**src/common/cgcsr_pkg.sv**
```systemverilog
// constants, field layouts and carrier types of the clock generator control/status registers
package cgcsr_pkg;

    // =====================================================================
    // register byte offsets
    localparam logic [7:0] OFS_OSC_DIV  = 8'h00;
    localparam logic [7:0] OFS_TRIM     = 8'h04;
    localparam logic [7:0] OFS_STATUS   = 8'h08;
    localparam logic [7:0] OFS_MODE_SEL = 8'h0C;

    // =====================================================================
    // reset values
    localparam logic [7:0] RST_OSC_DIV  = 8'h40;
    localparam logic [7:0] RST_MODE_SEL = 8'h04;
    localparam logic [7:0] RST_TRIM_DBG = 8'h80;
    localparam logic       RST_FINE_DBG = 1'b0;
    localparam logic [1:0] RST_LOAD_CNT = 2'h3;
    localparam logic [1:0] LOAD_AT_CNT  = 2'h1;
    localparam logic [3:0] RST_BUS_DIV  = 4'h2;
    localparam logic       RST_FLL_EN   = 1'b1;

    // =====================================================================
    // osc_and_divider_control fields
    localparam int DIV_CODE_LSB  = 6;
    localparam int RANGE_BIT     = 5;
    localparam int GAIN_BIT      = 4;
    localparam int LOWPWR_BIT    = 3;
    localparam int OSC_REQ_BIT   = 2;
    localparam int ERCLK_BIT     = 1;
    localparam int ESTEN_BIT     = 0;

    // clock_status_and_range fields
    localparam int RANGE_SEL_LSB = 6;
    localparam int MAX32_BIT     = 5;
    localparam int IRST_BIT      = 4;
    localparam int MODE_ST_LSB   = 2;
    localparam int OSCI_BIT      = 1;
    localparam int FINE_BIT      = 0;

    // mode select fields
    localparam int SRC_SEL_LSB   = 6;
    localparam int REF_INT_BIT   = 2;

    // =====================================================================
    // codes
    localparam logic [1:0] SRC_FLL    = 2'h0;
    localparam logic [1:0] SRC_INT    = 2'h1;
    localparam logic [1:0] SRC_EXT    = 2'h2;
    localparam logic [1:0] RANGE_RSVD = 2'h3;
    localparam logic [1:0] RANGE_MID  = 2'h1;
    localparam logic [1:0] RANGE_HIGH = 2'h2;

    // FLL multiplication factors
    localparam logic [10:0] FLL_LOW      = 11'h200;
    localparam logic [10:0] FLL_MID      = 11'h400;
    localparam logic [10:0] FLL_HIGH     = 11'h600;
    localparam logic [10:0] FLL_LOW_MAX  = 11'h260;
    localparam logic [10:0] FLL_MID_MAX  = 11'h4C0;
    localparam logic [10:0] FLL_HIGH_MAX = 11'h720;

    // =====================================================================
    // oscillator request group
    typedef struct packed {
        logic range_high;
        logic high_gain;
        logic osc_request;
    } cgcsr_osc_t;

    // status arriving from the analog / FLL side
    typedef struct packed {
        logic [1:0] dco_range;
        logic [1:0] clock_mode;
        logic       ref_internal;
        logic       osc_init_done;
    } cgcsr_stat_t;

    // all state of the block
    typedef struct packed {
        logic [7:0]  osc_div;
        logic [7:0]  trim;
        logic        fine;
        logic [1:0]  range_sel;
        logic        max32;
        logic [7:0]  mode_sel;
        logic [1:0]  load_cnt;
        logic        osc_ready;
        logic        stop_armed;
        logic        stop_q;
        logic [1:0]  dbg_s;
        logic [1:0]  stop_s;
        logic [8:0]  fac_s1;
        logic [8:0]  fac_s2;
        cgcsr_stat_t st_s1;
        cgcsr_stat_t st_s2;
        logic        fll_enable;
        logic        ext_ref_en;
        logic [3:0]  bus_div;
        logic [10:0] fll_factor;
        logic [31:0] prdata;
    } cgcsr_state_t;

endpackage

```
**src/logic/cgcsr_top.sv**
```systemverilog
// clock generator control, trim and status register block with APB slave
//
// Our own choices: the register addresses and the APB slave port.
`timescale 1ns/10ps
`default_nettype none

module cgcsr_top (
    input  wire logic                 pclk,
    input  wire logic                 presetn,
    input  wire logic                 psel,
    input  wire logic                 penable,
    input  wire logic                 pwrite,
    input  wire logic [7:0]           paddr,
    input  wire logic [31:0]          pwdata,
    output logic [31:0]               prdata,
    output logic                      pready,
    output logic                      pslverr,
    input  wire logic                 debug_mode,
    input  wire logic                 stop_mode,
    input  wire logic [7:0]           factory_trim,
    input  wire logic                 factory_fine,
    input  wire cgcsr_pkg::cgcsr_stat_t stat_in,
    input  wire logic                 ext_ref_clk,
    output logic                      ext_ref_clock_out,
    output cgcsr_pkg::cgcsr_osc_t     osc_ctrl,
    output logic                      fll_enable,
    output logic [3:0]                bus_clock_divider,
    output logic [1:0]                clock_source_select,
    output logic                      fll_ref_internal_select,
    output logic [1:0]                dco_range_select,
    output logic                      dco_max_32k_option,
    output logic [10:0]               fll_factor,
    output logic [8:0]                irc_period_trim
);

    cgcsr_pkg::cgcsr_state_t s_r;
    cgcsr_pkg::cgcsr_state_t s_nxt;

    logic       wr_en;
    logic       rd_setup;
    logic       mapped;
    logic [1:0] clock_source_select_eff;
    logic       dbg;
    logic       ext_in_use;
    logic       clr_osc;
    logic [7:0] wb;

    // =====================================================================
    // APB decode: zero wait states, read data captured in the setup cycle
    always_comb begin
        mapped = (paddr == cgcsr_pkg::OFS_OSC_DIV) || (paddr == cgcsr_pkg::OFS_TRIM)
              || (paddr == cgcsr_pkg::OFS_STATUS)  || (paddr == cgcsr_pkg::OFS_MODE_SEL);
        wr_en    = psel && penable && pwrite && mapped;
        rd_setup = psel && !penable && !pwrite;
        wb       = pwdata[7:0];
    end

    assign pready  = psel && penable;
    assign pslverr = psel && penable && !mapped;  // unmapped offsets answer with an error

    // =====================================================================
    // derived controls from current state
    always_comb begin
        dbg      = s_r.dbg_s[1];
        clock_source_select_eff = s_r.mode_sel[cgcsr_pkg::SRC_SEL_LSB +: 2];
        if (clock_source_select_eff == 2'h3) begin
            clock_source_select_eff = cgcsr_pkg::SRC_FLL;  // reserved code behaves as FLL output
        end
        // a write taking enable or request from 1 to 0 is the only clearing cause
        clr_osc = wr_en && (paddr == cgcsr_pkg::OFS_OSC_DIV)
               && ((s_r.osc_div[cgcsr_pkg::ERCLK_BIT] && !wb[cgcsr_pkg::ERCLK_BIT])
                || (s_r.osc_div[cgcsr_pkg::OSC_REQ_BIT] && !wb[cgcsr_pkg::OSC_REQ_BIT]));
    end

    // =====================================================================
    // next state
    always_comb begin
        s_nxt = s_r;

        // pins and analog status: two flops before any use
        s_nxt.dbg_s  = {s_r.dbg_s[0], debug_mode};
        s_nxt.stop_s = {s_r.stop_s[0], stop_mode};
        s_nxt.fac_s1 = {factory_trim, factory_fine};
        s_nxt.fac_s2 = s_r.fac_s1;
        s_nxt.st_s1  = stat_in;
        s_nxt.st_s2  = s_r.st_s1;
        s_nxt.stop_q = s_r.stop_s[1];

        // trim reload once the straps are through their synchronisers
        if (s_r.load_cnt != 2'h0) begin
            s_nxt.load_cnt = s_r.load_cnt - 2'h1;
        end
        if (s_r.load_cnt == cgcsr_pkg::LOAD_AT_CNT) begin
            if (dbg) begin
                s_nxt.trim = cgcsr_pkg::RST_TRIM_DBG;
                s_nxt.fine = cgcsr_pkg::RST_FINE_DBG;
            end else begin
                s_nxt.trim = s_r.fac_s2[8:1];
                s_nxt.fine = s_r.fac_s2[0];
            end
        end

        // register writes
        if (wr_en) begin
            unique case (paddr)
                cgcsr_pkg::OFS_OSC_DIV: begin
                    s_nxt.osc_div = wb;
                end
                cgcsr_pkg::OFS_TRIM: begin
                    s_nxt.trim = wb;
                end
                cgcsr_pkg::OFS_STATUS: begin
                    s_nxt.max32 = wb[cgcsr_pkg::MAX32_BIT];
                    s_nxt.fine  = wb[cgcsr_pkg::FINE_BIT];
                    // range writes are dropped in low power and for the reserved code
                    if (!s_r.osc_div[cgcsr_pkg::LOWPWR_BIT]
                        && (wb[cgcsr_pkg::RANGE_SEL_LSB +: 2]
                            != cgcsr_pkg::RANGE_RSVD)) begin
                        s_nxt.range_sel = wb[cgcsr_pkg::RANGE_SEL_LSB +: 2];
                    end
                end
                default: begin
                    s_nxt.mode_sel = wb & 8'hC4;  // only source and reference selects stored
                end
            endcase
        end

        // ready is judged on the bits after this write, so a clearing write is not
        // undone by the stale request or enable; engaged or bypassed external counts
        ext_in_use = s_nxt.osc_div[cgcsr_pkg::ERCLK_BIT]
                  || (s_r.st_s2.clock_mode == cgcsr_pkg::SRC_EXT)
                  || ((s_r.st_s2.clock_mode == cgcsr_pkg::SRC_FLL) && !s_r.st_s2.ref_internal);
        // set wins over a clear in the same cycle
        if (s_r.st_s2.osc_init_done && s_nxt.osc_div[cgcsr_pkg::OSC_REQ_BIT] && ext_in_use) begin
            s_nxt.osc_ready = 1'b1;
        end else if (clr_osc) begin
            s_nxt.osc_ready = 1'b0;
        end

        // capture the enable at stop entry so a late write cannot re-arm it
        if (s_r.stop_s[1] && !s_r.stop_q) begin
            s_nxt.stop_armed = s_r.osc_div[cgcsr_pkg::ERCLK_BIT];
        end
        // the fresh capture is used at the entry edge itself, so no off pulse
        s_nxt.ext_ref_en = s_r.osc_div[cgcsr_pkg::ERCLK_BIT]
            && (!s_r.stop_s[1]
                || (s_r.osc_div[cgcsr_pkg::ESTEN_BIT] && s_nxt.stop_armed));

        // FLL off in bypassed modes only when low power is set and debug is idle
        s_nxt.fll_enable = !(clock_source_select_eff != cgcsr_pkg::SRC_FLL
                             && s_r.osc_div[cgcsr_pkg::LOWPWR_BIT] && !dbg);

        // bus divider factor as a one-hot power of two
        s_nxt.bus_div = 4'h1 << s_r.osc_div[cgcsr_pkg::DIV_CODE_LSB +: 2];

        // multiplication factor from the range actually running
        unique case (s_r.st_s2.dco_range)
            cgcsr_pkg::RANGE_MID: begin
                s_nxt.fll_factor = s_r.max32 ? cgcsr_pkg::FLL_MID_MAX : cgcsr_pkg::FLL_MID;
            end
            cgcsr_pkg::RANGE_HIGH: begin
                s_nxt.fll_factor = s_r.max32 ? cgcsr_pkg::FLL_HIGH_MAX : cgcsr_pkg::FLL_HIGH;
            end
            default: begin
                s_nxt.fll_factor = s_r.max32 ? cgcsr_pkg::FLL_LOW_MAX : cgcsr_pkg::FLL_LOW;
            end
        endcase

        // read data latched in the setup cycle, stable through the access cycle
        if (rd_setup) begin
            s_nxt.prdata = 32'h0000_0000;
            unique case (paddr)
                cgcsr_pkg::OFS_OSC_DIV: begin
                    s_nxt.prdata[7:0] = s_r.osc_div;
                end
                cgcsr_pkg::OFS_TRIM: begin
                    s_nxt.prdata[7:0] = s_r.trim;
                end
                cgcsr_pkg::OFS_STATUS: begin
                    s_nxt.prdata[7:0] = {s_r.st_s2.dco_range,
                                         s_r.max32,
                                         s_r.st_s2.ref_internal,
                                         s_r.st_s2.clock_mode,
                                         s_r.osc_ready,
                                         s_r.fine};
                end
                cgcsr_pkg::OFS_MODE_SEL: begin
                    s_nxt.prdata[7:0] = s_r.mode_sel;
                end
                default: begin
                    s_nxt.prdata = 32'h0000_0000;
                end
            endcase
        end
    end

    // =====================================================================
    // state register; trim starts at the debug default until the reload
    always_ff @(posedge pclk or negedge presetn) begin
        if (!presetn) begin
            s_r            <= '0;
            s_r.osc_div    <= cgcsr_pkg::RST_OSC_DIV;
            s_r.trim       <= cgcsr_pkg::RST_TRIM_DBG;
            s_r.fine       <= cgcsr_pkg::RST_FINE_DBG;
            s_r.mode_sel   <= cgcsr_pkg::RST_MODE_SEL;
            s_r.load_cnt   <= cgcsr_pkg::RST_LOAD_CNT;
            s_r.fll_enable <= cgcsr_pkg::RST_FLL_EN;
            s_r.bus_div    <= cgcsr_pkg::RST_BUS_DIV;
            s_r.fll_factor <= cgcsr_pkg::FLL_LOW;
        end else begin
            s_r <= s_nxt;
        end
    end

    // =====================================================================
    // outputs
    assign prdata                  = s_r.prdata;
    assign osc_ctrl.range_high     = s_r.osc_div[cgcsr_pkg::RANGE_BIT];
    assign osc_ctrl.high_gain      = s_r.osc_div[cgcsr_pkg::GAIN_BIT];
    assign osc_ctrl.osc_request    = s_r.osc_div[cgcsr_pkg::OSC_REQ_BIT];
    // gating a clock with a flop is glitch-free only if the enable moves while it is low
    assign ext_ref_clock_out       = ext_ref_clk & s_r.ext_ref_en;
    assign fll_enable              = s_r.fll_enable;
    assign bus_clock_divider       = s_r.bus_div;
    assign clock_source_select     = s_r.mode_sel[cgcsr_pkg::SRC_SEL_LSB +: 2];
    assign fll_ref_internal_select = s_r.mode_sel[cgcsr_pkg::REF_INT_BIT];
    assign dco_range_select        = s_r.range_sel;
    assign dco_max_32k_option      = s_r.max32;
    assign fll_factor              = s_r.fll_factor;
    assign irc_period_trim         = {s_r.trim, s_r.fine};

endmodule

`default_nettype wire

```
**config.mk**
```make
export PLATFORM = sky130hd
export DESIGN_NAME = cgcsr_top
export DESIGN_NICKNAME = d
export VERILOG_FILES = /design/src/common/cgcsr_pkg.sv /design/src/logic/cgcsr_top.sv
export SDC_FILE = /design/constraint.sdc
export NUM_CORES = 1
export LEC_CHECK = 0
export BUFFER_PORTS_ARGS = -buffer_cell sky130_fd_sc_hd__buf_2
export CAP_MARGIN = 20
export CORE_MARGIN = 5
export CORE_UTILIZATION = 53
export CTS_CLUSTER_SIZE = 30
export DETAILED_ROUTE_END_ITERATION = 8
export GPL_ROUTABILITY_DRIVEN = 0
export PLACE_DENSITY = 0.85
export SLEW_MARGIN = 10
export SYNTH_ARGS = -nofsm -noshare
export SYNTH_HDL_FRONTEND = slang
export SYNTH_SLANG_ARGS = --single-unit
export TNS_END_PERCENT = 50
```
**constraint.sdc**
```tcl
create_clock -name pclk -period 3.1 [get_ports pclk]
set_input_delay 0.465 -clock pclk [delete_from_list [all_inputs] [get_ports pclk]]
set_output_delay 0.465 -clock pclk [all_outputs]
set_load 0.005 [all_outputs]
```
==> results.json, run 1 <==
{
  "initial_utilization_pct": 55.2,
  "hold_viol": 0,
  "cpPeakStageDelay_ns": 0.56,
  "clock-sinks": 82,
  "met1_length_um": 2740,
  "die_area_sq_um": 8460,
  "io_pins": 132,
  "cts.clk_slew.worst_paths_ns": 0.07,
  "postCtsSetupBuffers": 0,
  "cts_resized": 0,
  "drv_slew": 0,
  "worstMarginPinSlew_ns": 0.633,
  "cts_htree_levels": 3,
  "rows": 29,
  "async_flop_share_pct": 100,
  "syn_avg_cell_area_sq_um": 12.1,
  "total_power_uw": 1990,
  "reg2reg_depth": 4,
  "fp.dieH_um": 92.0,
  "hold_path.class": "input pin to asynchronous set/reset pin",
  "endpoint_kind": "register",
  "antenna_cells": 0,
  "clock_skew_ns": 0.00505,
  "reg2reg_to": "irc_period_trim[7]$_DFF_PN0_",
  "max_freq_mhz": 522,
  "synth-compound-area-share_pct": 7.02,
  "slew_headroom_pct": 57.7,
  "synth_area_sq_um": 3560,
  "crit_type": "register to register",
  "routed-wl-met3_um": 506,
  "antenna_left": 0,
  "cts_tree": "yes",
  "period_share_pct": 61.8,
  "drtIter0Drc": 109,
  "overflow": 0,
  "clock-root-buffer": "clkbuf_8",
  "fin_hold_ws_ns": 0.0291,
  "vias_per_cell": 4.88,
  "start_kind": "register",
  "synth-edff-count": 0,
  "wl_met2_um": 3110,
  "routed.top_layer": "met4",
  "synth_top_family_by_area": "buffers and inverters",
  "wl_um": 6490,
  "cp_max_fo": 11,
  "cellPowerDensity_nw_per_um2": 513,
  "core_sq_um": 6460,
  "rsz0062_at_grt": "false",
  "antenna_found_initial": 0,
  "worst_ep_required_time_ns": 3.37,
  "fin_tns_setup_ns": 0,
  "port_buffers": 78,
  "slowest_stage": "dfstp_2",
  "rr_startpoint": "s_r[86]$_DFFE_PN1P_",
  "status": "finished clean",
  "irDropWorstVdd_v": 0.000288,
  "synthXorXnorAreaFrac_pct": 0.492,
  "ys_ff_latch": 82,
  "yosysUniqueCellTypes": 42,
  "syn_to_final_growth_pct": 8.78,
  "cap_violations": 0,
  "synth_mux_area_share_pct": 8.01,
  "synth_fa_ha_area_share_pct": 1.76,
  "clk_path_buf_depth": 2,
  "hold_buffers": 0,
  "dpl.hpwl_um": 4690,
  "vias": 2072,
  "fin_crit_ns": 1.92,
  "final_nets": 411,
  "stdcell_count": 425,
  "clock_latency_ns": 0.36,
  "place_inst": 408,
  "ys.flop_type": "dfrtp_1",
  "cp_cell_sequence": "ha_1 -> nor2b_1 -> a21oi_1 -> a21oi_1",
  "yosys.area_share.simple_pct": 9.69,
  "grtUsageTotal_pct": 16.3,
  "drive_gt1_share_pct": 35.1,
  "p_leak_uw": 0.00196,
  "synth_warnings": 0,
  "utilization_pct": 60.0,
  "arrival_ns": 2.19,
  "dr.pass1.iters": 4,
  "r2r_slack_ns": 1.18,
  "grt_pass1_vias": 2157,
  "die_w_um": 92.0,
  "ys_seq_area_share_pct": 57.9,
  "grt_pass1_wl_um": 10600,
  "setup_viol": 0,
  "cp_common_cell": "a21oi_1",
  "wl_per_cell_um": 15.3,
  "cts_made_buffers": 9,
  "grt_max_degree": 83,
  "post-route-drc-count": 0,
  "synth_cells": 294
}
==> worst max-delay path, delay by kind of cell (launching register included) <==
family	cells	cell delay (ns)
flip-flops	1	0.56
AND/OR/NAND/NOR	1	0.54
adder cells (fa/ha/maj)	1	0.42
AO/OA/AOI/OAI	2	0.31
==> registers in the layout (all words and copies together), names as in the netlist <==
signal,cells
dco_range_select,2
fll_factor,6
s_nxt,18
dbg,1
s_r,26
prdata,8
osc_ctrl,3
fll_ref_internal_select,1
bus_clock_divider,4
dco_max_32k_option,1
clock_source_select,2
fll_enable,1
irc_period_trim,9
==> where the power goes <==
part / leakage, uW / switching (uW) / internal [uW]
sequential: 0.000976 / 13.9 / 1100
clock: 0.0000974 / 360 / 393
combinational: 0.000886 / 71.5 / 48.5
total: 0.00196 / 445 / 1540
==> cells in the final DEF, fill, tap and decap left out, types with 2 or more instances in the layout <==
cell type / count
buf_2: 77
dfrtp_1: 74
conb_1: 29
a21oi_1: 24
nor2_1: 19
mux2_2: 14
nor2b_1: 12
inv_1: 10
clkbuf_8: 10
nand2_1: 9
dfstp_2: 8
mux2i_1: 6
and2_1: 5
o21ai_0: 5
ha_1: 5
o21a_1: 3
mux4_2: 3
a22o_1: 3
clkbuf_1: 3
and3_1: 2
o211ai_1: 2
clkinv_2: 2
==> per-layer routing <==
layer  GRT usage [%]  up-vias
met4            8.17        0
met5               0        -
met2            25.9       73
met3            5.16       12
met1            20.3     1002
li1                -      985
==> kinds of logic after synthesis <==
| group | after synthesis |
|---|---|
| adders and majority gates | 5 |
| muxes | 23 |
| xor gates and xnor gates | 2 |
| AOI/OAI and AO/OA | 42 |
| buffers and inverters | 79 |
| other | 1 |
| and+or+nand+nor | 60 |
| DFF | 82 |
==> cells in the mapped netlist, types with 5 or more instances <==
cell type,number,area (sq um)
ha_1,5,62.6
mux2_2,14,158
mux2i_1,6,60.1
nor2b_1,12,75.1
o21ai_0,5,25.0
dfrtp_1,74,1850
and2_1,5,31.3
nor2_1,19,71.3
nand2_1,9,33.8
a21oi_1,24,120
dfstp_2,8,210
buf_4,63,473
inv_1,10,37.5
==> metrics by stage <==
| stage | worst slack [ns] | cell area, sq um |
|---|---|---|
| 6_report | 1.18 | 3870 |
| 5_1_grt | 1.02 | 3870 |
| 4_1_cts | 1.16 | 3850 |
| 3_5_place_dp | 0.903 | 3660 |
| 3_3_place_gp | 0.930 | 3660 |
| 2_1_floorplan | 1.39 | 3670 |
==> cell type report <==
class	count	area (sq um)
inverters	10	37.5
clock inverters	3	40.0
clock buffers	13	149
fillers	518	2580
flip-flops and latches	82	2060
repair buffers	79	420
multi-input cells	161	1070
well taps	77	96.3
==> worst max-delay path by stage <==
| stage | start | to | slack, ns | cells after the start |
|---|---|---|---|---|
| global placement | paddr[1] | irc_period_trim[8]$_DFF_PN1_ | 0.93 | 4 |
| CTS | s_r[86]$_DFFE_PN1P_ | irc_period_trim[7]$_DFF_PN0_ | 1.16 | 4 |
| finish | s_r[86]$_DFFE_PN1P_ | irc_period_trim[7]$_DFF_PN0_ | 1.18 | 4 |
| floorplan | paddr[1] | osc_ctrl[0]$_DFF_PN0_ | 1.39 | 4 |
| global route | s_r[86]$_DFFE_PN1P_ | irc_period_trim[2]$_DFF_PN0_ | 1.02 | 4 |
| detailed placement | paddr[1] | irc_period_trim[8]$_DFF_PN1_ | 0.90 | 4 |
Power figures use the tool's default switching activity.
==> run 2, diff against run 1 <==
CORE_UTILIZATION = 49   (was 53)
PLACE_DENSITY = 0.79   (was 0.85)
clock period = 1.9 ns   (was 3.1 ns; I/O delays follow)
==> run 2 against run 1 <==
- hold slack better by 0.0076 ns
- final cell count up 7.1%
- sequential share of layout area down 1.0 points
- count of clock-buffer cells in the layout unchanged
- maximum frequency up 17%
- register-to-register slack worse by 0.92 ns
- largest power group unchanged
==> results.json, run 2 (synthesis gave the netlist of run 1 again) <==
{
  "p_switching_uw": 720,
  "rows": 31,
  "syn_to_final_growth_pct": 10.9,
  "period_share_pct": 86.3,
  "drv_slew": 0,
  "largest_reg_flops": 26,
  "top_register": "s_r",
  "clock_latency_ns": 0.35,
  "cts_tree": "yes",
  "clock-sinks": 82,
  "port_buffers": 78,
  "core_sq_um": 7180,
  "die_area_sq_um": 9070,
  "arrival_ns": 1.90,
  "endpoint_kind": "register",
  "grtUsageTotal_pct": 15.7,
  "wl_per_cell_um": 14.3,
  "drive_gt1_share_pct": 36.0,
  "r2r_slack_ns": 0.26,
  "cts_htree_levels": 3,
  "start_kind": "register",
  "p_comb_share_pct": 6.2,
  "rsz0062_at_grt": "false",
  "hold_viol": 0,
  "clk_path_buf_depth": 2,
  "grt_pass1_vias": 2178,
  "post-place-ws_ns": 0.0797,
  "fin_ws_ns": 0.261,
  "p_clk_share_pct": 37.0,
  "fin_tns_setup_ns": 0,
  "initial_utilization_pct": 49.6,
  "final_cell_mix": "buf_2 (77), dfrtp_1 (74), conb_1 (29), a21oi_1 (24), nor2_1 (19)",
  "clock_skew_ns": 0.0110,
  "cts_made_buffers": 9,
  "dr.pass1.iters": 4,
  "dpl.hpwl_um": 4890,
  "status": "finished clean",
  "io_pins": 132,
  "seqPwrFrac_pct": 56.8,
  "vias_per_cell": 4.57,
  "die_w_um": 95.3,
  "grt_pass1_wl_um": 10600,
  "max_freq_mhz": 610,
  "postCtsSetupBuffers": 0,
  "slew_headroom_pct": 60.3,
  "worstMarginPinSlew_ns": 0.595,
  "final_nets": 419,
  "wl_um": 6510,
  "crit_type": "register to register",
  "fin_crit_ns": 1.64,
  "overflow": 0,
  "irDropWorstVdd_v": 0.000505,
  "antenna_cells": 0,
  "setup_viol": 0,
  "post-route-drc-count": 0,
  "fp.dieH_um": 95.3,
  "antenna_left": 0,
  "grt_max_degree": 40,
  "clock-root-buffer": "clkbuf_8",
  "p_leak_uw": 0.00199,
  "cellPowerDensity_nw_per_um2": 812,
  "drtIter0Drc": 95,
  "antenna_found_initial": 0,
  "vias": 2080,
  "layout_commonest_cell": "buf_2",
  "cp_max_fo": 8,
  "internal_power_uw": 2490,
  "swShare_pct": 22.4,
  "hold_path.class": "input pin to register",
  "cts.clk_slew.worst_paths_ns": 0.08,
  "cap_violations": 0,
  "worst_ep_required_time_ns": 2.16
}
-- run 2: changes by cell type in the layout (fill, tap and decap cells not counted) --
| cell | change |
|---|---|
| clkinvlp_4 | +1 |
| clkbuf_1 | +1 |
| dlygate4sd3_1 | +1 |
| buf_12 | +1 |
| clkbuf_8 | -1 |
| buf_16 | -1 |
| clkinv_2 | -1 |
| buf_4 | +7 |
-- run 2: final timing paths --
| kind | start | to | depth (start not counted) |
|---|---|---|---|
| hold reg to reg | s_nxt[67]$_DFF_PN0_ | s_r[67]$_DFF_PN0_ | 0 |
| setup / recovery | s_r[86]$_DFFE_PN1P_ | irc_period_trim[4]$_DFF_PN0_ | 4 |
| min in group asynchronous | presetn | dbg$_DFF_PN0_ | 2 |
| max in group asynchronous | presetn | fll_enable$_DFF_PN1_ | 3 |
| hold / removal | stat_in[2] | s_nxt[51]$_DFF_PN0_ | 1 |
| setup reg to reg | s_r[86]$_DFFE_PN1P_ | irc_period_trim[4]$_DFF_PN0_ | 4 |
-- run 2: worst max-delay path, cell delays in order, from the launching register on --
cell and delay [ns]:
dfstp_2 0.56, ha_1 0.16, nor2b_1 0.50, a21oi_1 0.16, a21oi_1 0.18
-- run 2: per-stage QoR --
step,util [%],power (uW),instance area (sq um),hold WS (ns),cells
2_1_floorplan,-,1990,3670,-0.0106,322
3_3_place_gp,52.4,2040,3760,0.274,438
3_5_place_dp,52.4,2050,3760,0.283,438
4_1_cts,55.0,3240,3950,0.0190,455
5_1_grt,55.0,3360,3950,0.0144,455
6_report,55.0,3210,3950,0.0368,455
-- run 2: cell type report --
| type | instances | area (sq um) |
|---|---|---|
| clock inverter | 3 | 42.5 |
| sequential | 82 | 2060 |
| multi-input combinational | 161 | 1070 |
| clock buffer | 13 | 139 |
| fill | 625 | 3230 |
| inverter | 10 | 37.5 |
| tap | 99 | 124 |
| timing repair buffer | 87 | 475 |
-- run 2: power by group through the flow --
stage               clock (uW)  combinational [uW]  sequential [uW]
finish                    1190                 198             1820
floorplan                    0                 138             1850
detailed placement           0                 197             1860
CTS                       1220                 200             1820
global route              1300                 228             1830
global placement             0                 191             1850
-- run 2: what timing repair did --
action | CTS | global route
resized for setup | 0 | 0
setup endpoints to repair | 0 | 0
hold buffers | 1 | 0
hold endpoints to repair | 34 | 0
-- run 2: per-layer routing --
layer	up-vias	GRT usage [%]	share of wire, %
met4	0	7.09	1.4
li1	1004	-	-
met1	995	18.3	40
met5	-	0	0
met2	73	25.8	50
met3	8	5.84	8.1
==> run 3, diff against run 2 <==
BUFFER_PORTS_ARGS = -buffer_cell sky130_fd_sc_hd__buf_4   (was -buffer_cell sky130_fd_sc_hd__buf_2)
CORE_MARGIN = 2   (was 5)
==> run 3 against run 2 <==
- global-route usage grew 1.2 points
- critical path type unchanged
- hold slack gained 0.0026 ns
- count of clock-buffer cells in the layout grew 1
- sequential power is essentially flat
- register-to-register slack gained 0.03 ns
- combinational power grew 13%
- wire length shrank 6.6%
- maximum frequency grew 1.8%
==> results.json, run 3 (synthesis gave the netlist of run 1 again) <==
{
  "wl_um": 6080,
  "final_cell_mix": "buf_4 (82), dfrtp_1 (74), conb_1 (29), a21oi_1 (24), nor2_1 (19)",
  "cts_made_buffers": 9,
  "stdcell_count": 453,
  "start_kind": "register",
  "worstMarginPinSlew_ns": 0.583,
  "rows": 31,
  "overflow": 0,
  "cts.clk_slew.worst_paths_ns": 0.08,
  "grt_max_degree": 46,
  "place_inst": 436,
  "status": "finished clean",
  "reg2reg_to": "irc_period_trim[1]$_DFF_PN0_",
  "drv_slew": 0,
  "clock-sinks": 82,
  "irDropWorstVdd_v": 0.000430,
  "arrival_ns": 1.87,
  "grt_pass1_vias": 1959,
  "dpl.hpwl_um": 4470,
  "post-route-drc-count": 0,
  "rsz0062_at_grt": "false",
  "clock_latency_ns": 0.35,
  "clock-root-buffer": "clkbuf_8",
  "core_sq_um": 7140,
  "period_share_pct": 84.7,
  "cp_max_fo": 8,
  "initial_utilization_pct": 49.9,
  "holdPathStages": 1,
  "crit_type": "register to register",
  "cts_resized": 0,
  "syn_to_final_growth_pct": 17.0,
  "fin_ws_ns": 0.290,
  "antenna_found_initial": 0,
  "grt_pass1_wl_um": 9850,
  "antenna_cells": 0,
  "hp-start": "factory_trim[7]",
  "hold_path.class": "input pin to register",
  "wl_per_cell_um": 13.4,
  "clock_skew_ns": 0.00594,
  "reg2reg_depth": 4,
  "fin_tns_setup_ns": 0,
  "slew_headroom_pct": 61.1,
  "grtUsageTotal_pct": 16.9,
  "r2r_slack_ns": 0.29,
  "layout_commonest_cell": "buf_4",
  "vias": 2036,
  "cellPowerDensity_nw_per_um2": 801,
  "max_freq_mhz": 621,
  "largest_reg_flops": 26,
  "die_area_sq_um": 7970,
  "rr_startpoint": "s_r[86]$_DFFE_PN1P_",
  "hold_viol": 0,
  "cts_htree_levels": 3,
  "port_buffers": 78,
  "cap_violations": 0,
  "top_register": "s_r",
  "die_w_um": 89.3,
  "hold_buffers": 1,
  "post-place-ws_ns": 0.0760,
  "whs_endpoint": "s_nxt[69]$_DFF_PN0_",
  "antenna_left": 0,
  "dr.pass1.iters": 4,
  "worst_ep_required_time_ns": 2.16,
  "cts_tree": "yes",
  "io_pins": 132,
  "drive_gt1_share_pct": 36.2,
  "fin_crit_ns": 1.61,
  "vias_per_cell": 4.49,
  "p_leak_uw": 0.00205,
  "final_nets": 417,
  "fp.dieH_um": 89.3,
  "endpoint_kind": "register",
  "drtIter0Drc": 80,
  "clk_path_buf_depth": 2,
  "postCtsSetupBuffers": 0,
  "setup_viol": 0
}
[run 3: metal layers]
layer	up-vias	GRT usage, %	share of wire, %
met5	-	0	0
met4	0	8.28	2.7
met3	13	5.36	7.0
met2	74	26.0	49
met1	952	21.7	42
li1	997	-	-
[run 3: layout make-up]
class | instances | area (sq um)
Fill cell | 597 | 2970
Sequential cell | 82 | 2060
Multi-Input combinational cell | 161 | 1070
Timing Repair Buffer | 85 | 666
Clock buffer | 14 | 173
Tap cell | 99 | 124
Inverter | 10 | 37.5
Clock inverter | 2 | 35.0
[run 3: critical path, stage by stage, from the launching register on]
cell     delay [ns]
dfstp_2        0.55
ha_1           0.16
nor2b_1        0.49
a21oi_1        0.14
a21oi_1        0.18
[run 3: worst max-delay path by stage]
stage / start / end / slack [ns] / cells after the start
CTS: s_r[86]$_DFFE_PN1P_ / irc_period_trim[1]$_DFF_PN0_ / 0.25 / 4
detailed placement: paddr[1] / s_r[111]$_DFFE_PN0P_ / 0.08 / 6
global route: s_r[86]$_DFFE_PN1P_ / irc_period_trim[3]$_DFF_PN0_ / 0.13 / 4
floorplan: paddr[1] / osc_ctrl[0]$_DFF_PN0_ / 0.37 / 4
finish: s_r[86]$_DFFE_PN1P_ / irc_period_trim[1]$_DFF_PN0_ / 0.29 / 4
global placement: paddr[1] / s_r[108]$_DFFE_PN0P_ / 0.12 / 6
[run 3: stage by stage]
step           hold slack (ns)  cell area [sq um]  utilization [%]  power [uW]
6_report                0.0394               4170             58.4        3340
4_1_cts                 0.0269               4170             58.4        3380
2_1_floorplan          -0.0106               3670                -        1990
3_3_place_gp             0.270               3950             55.3        2070
3_5_place_dp             0.281               3950             55.3        2080
5_1_grt                 0.0177               4170             58.4        3490
[run 3: report_power, final]
group	internal, uW	switching [uW]
combinational	110	114
clock	715	578
sequential	1800	23.8
total	2620	716
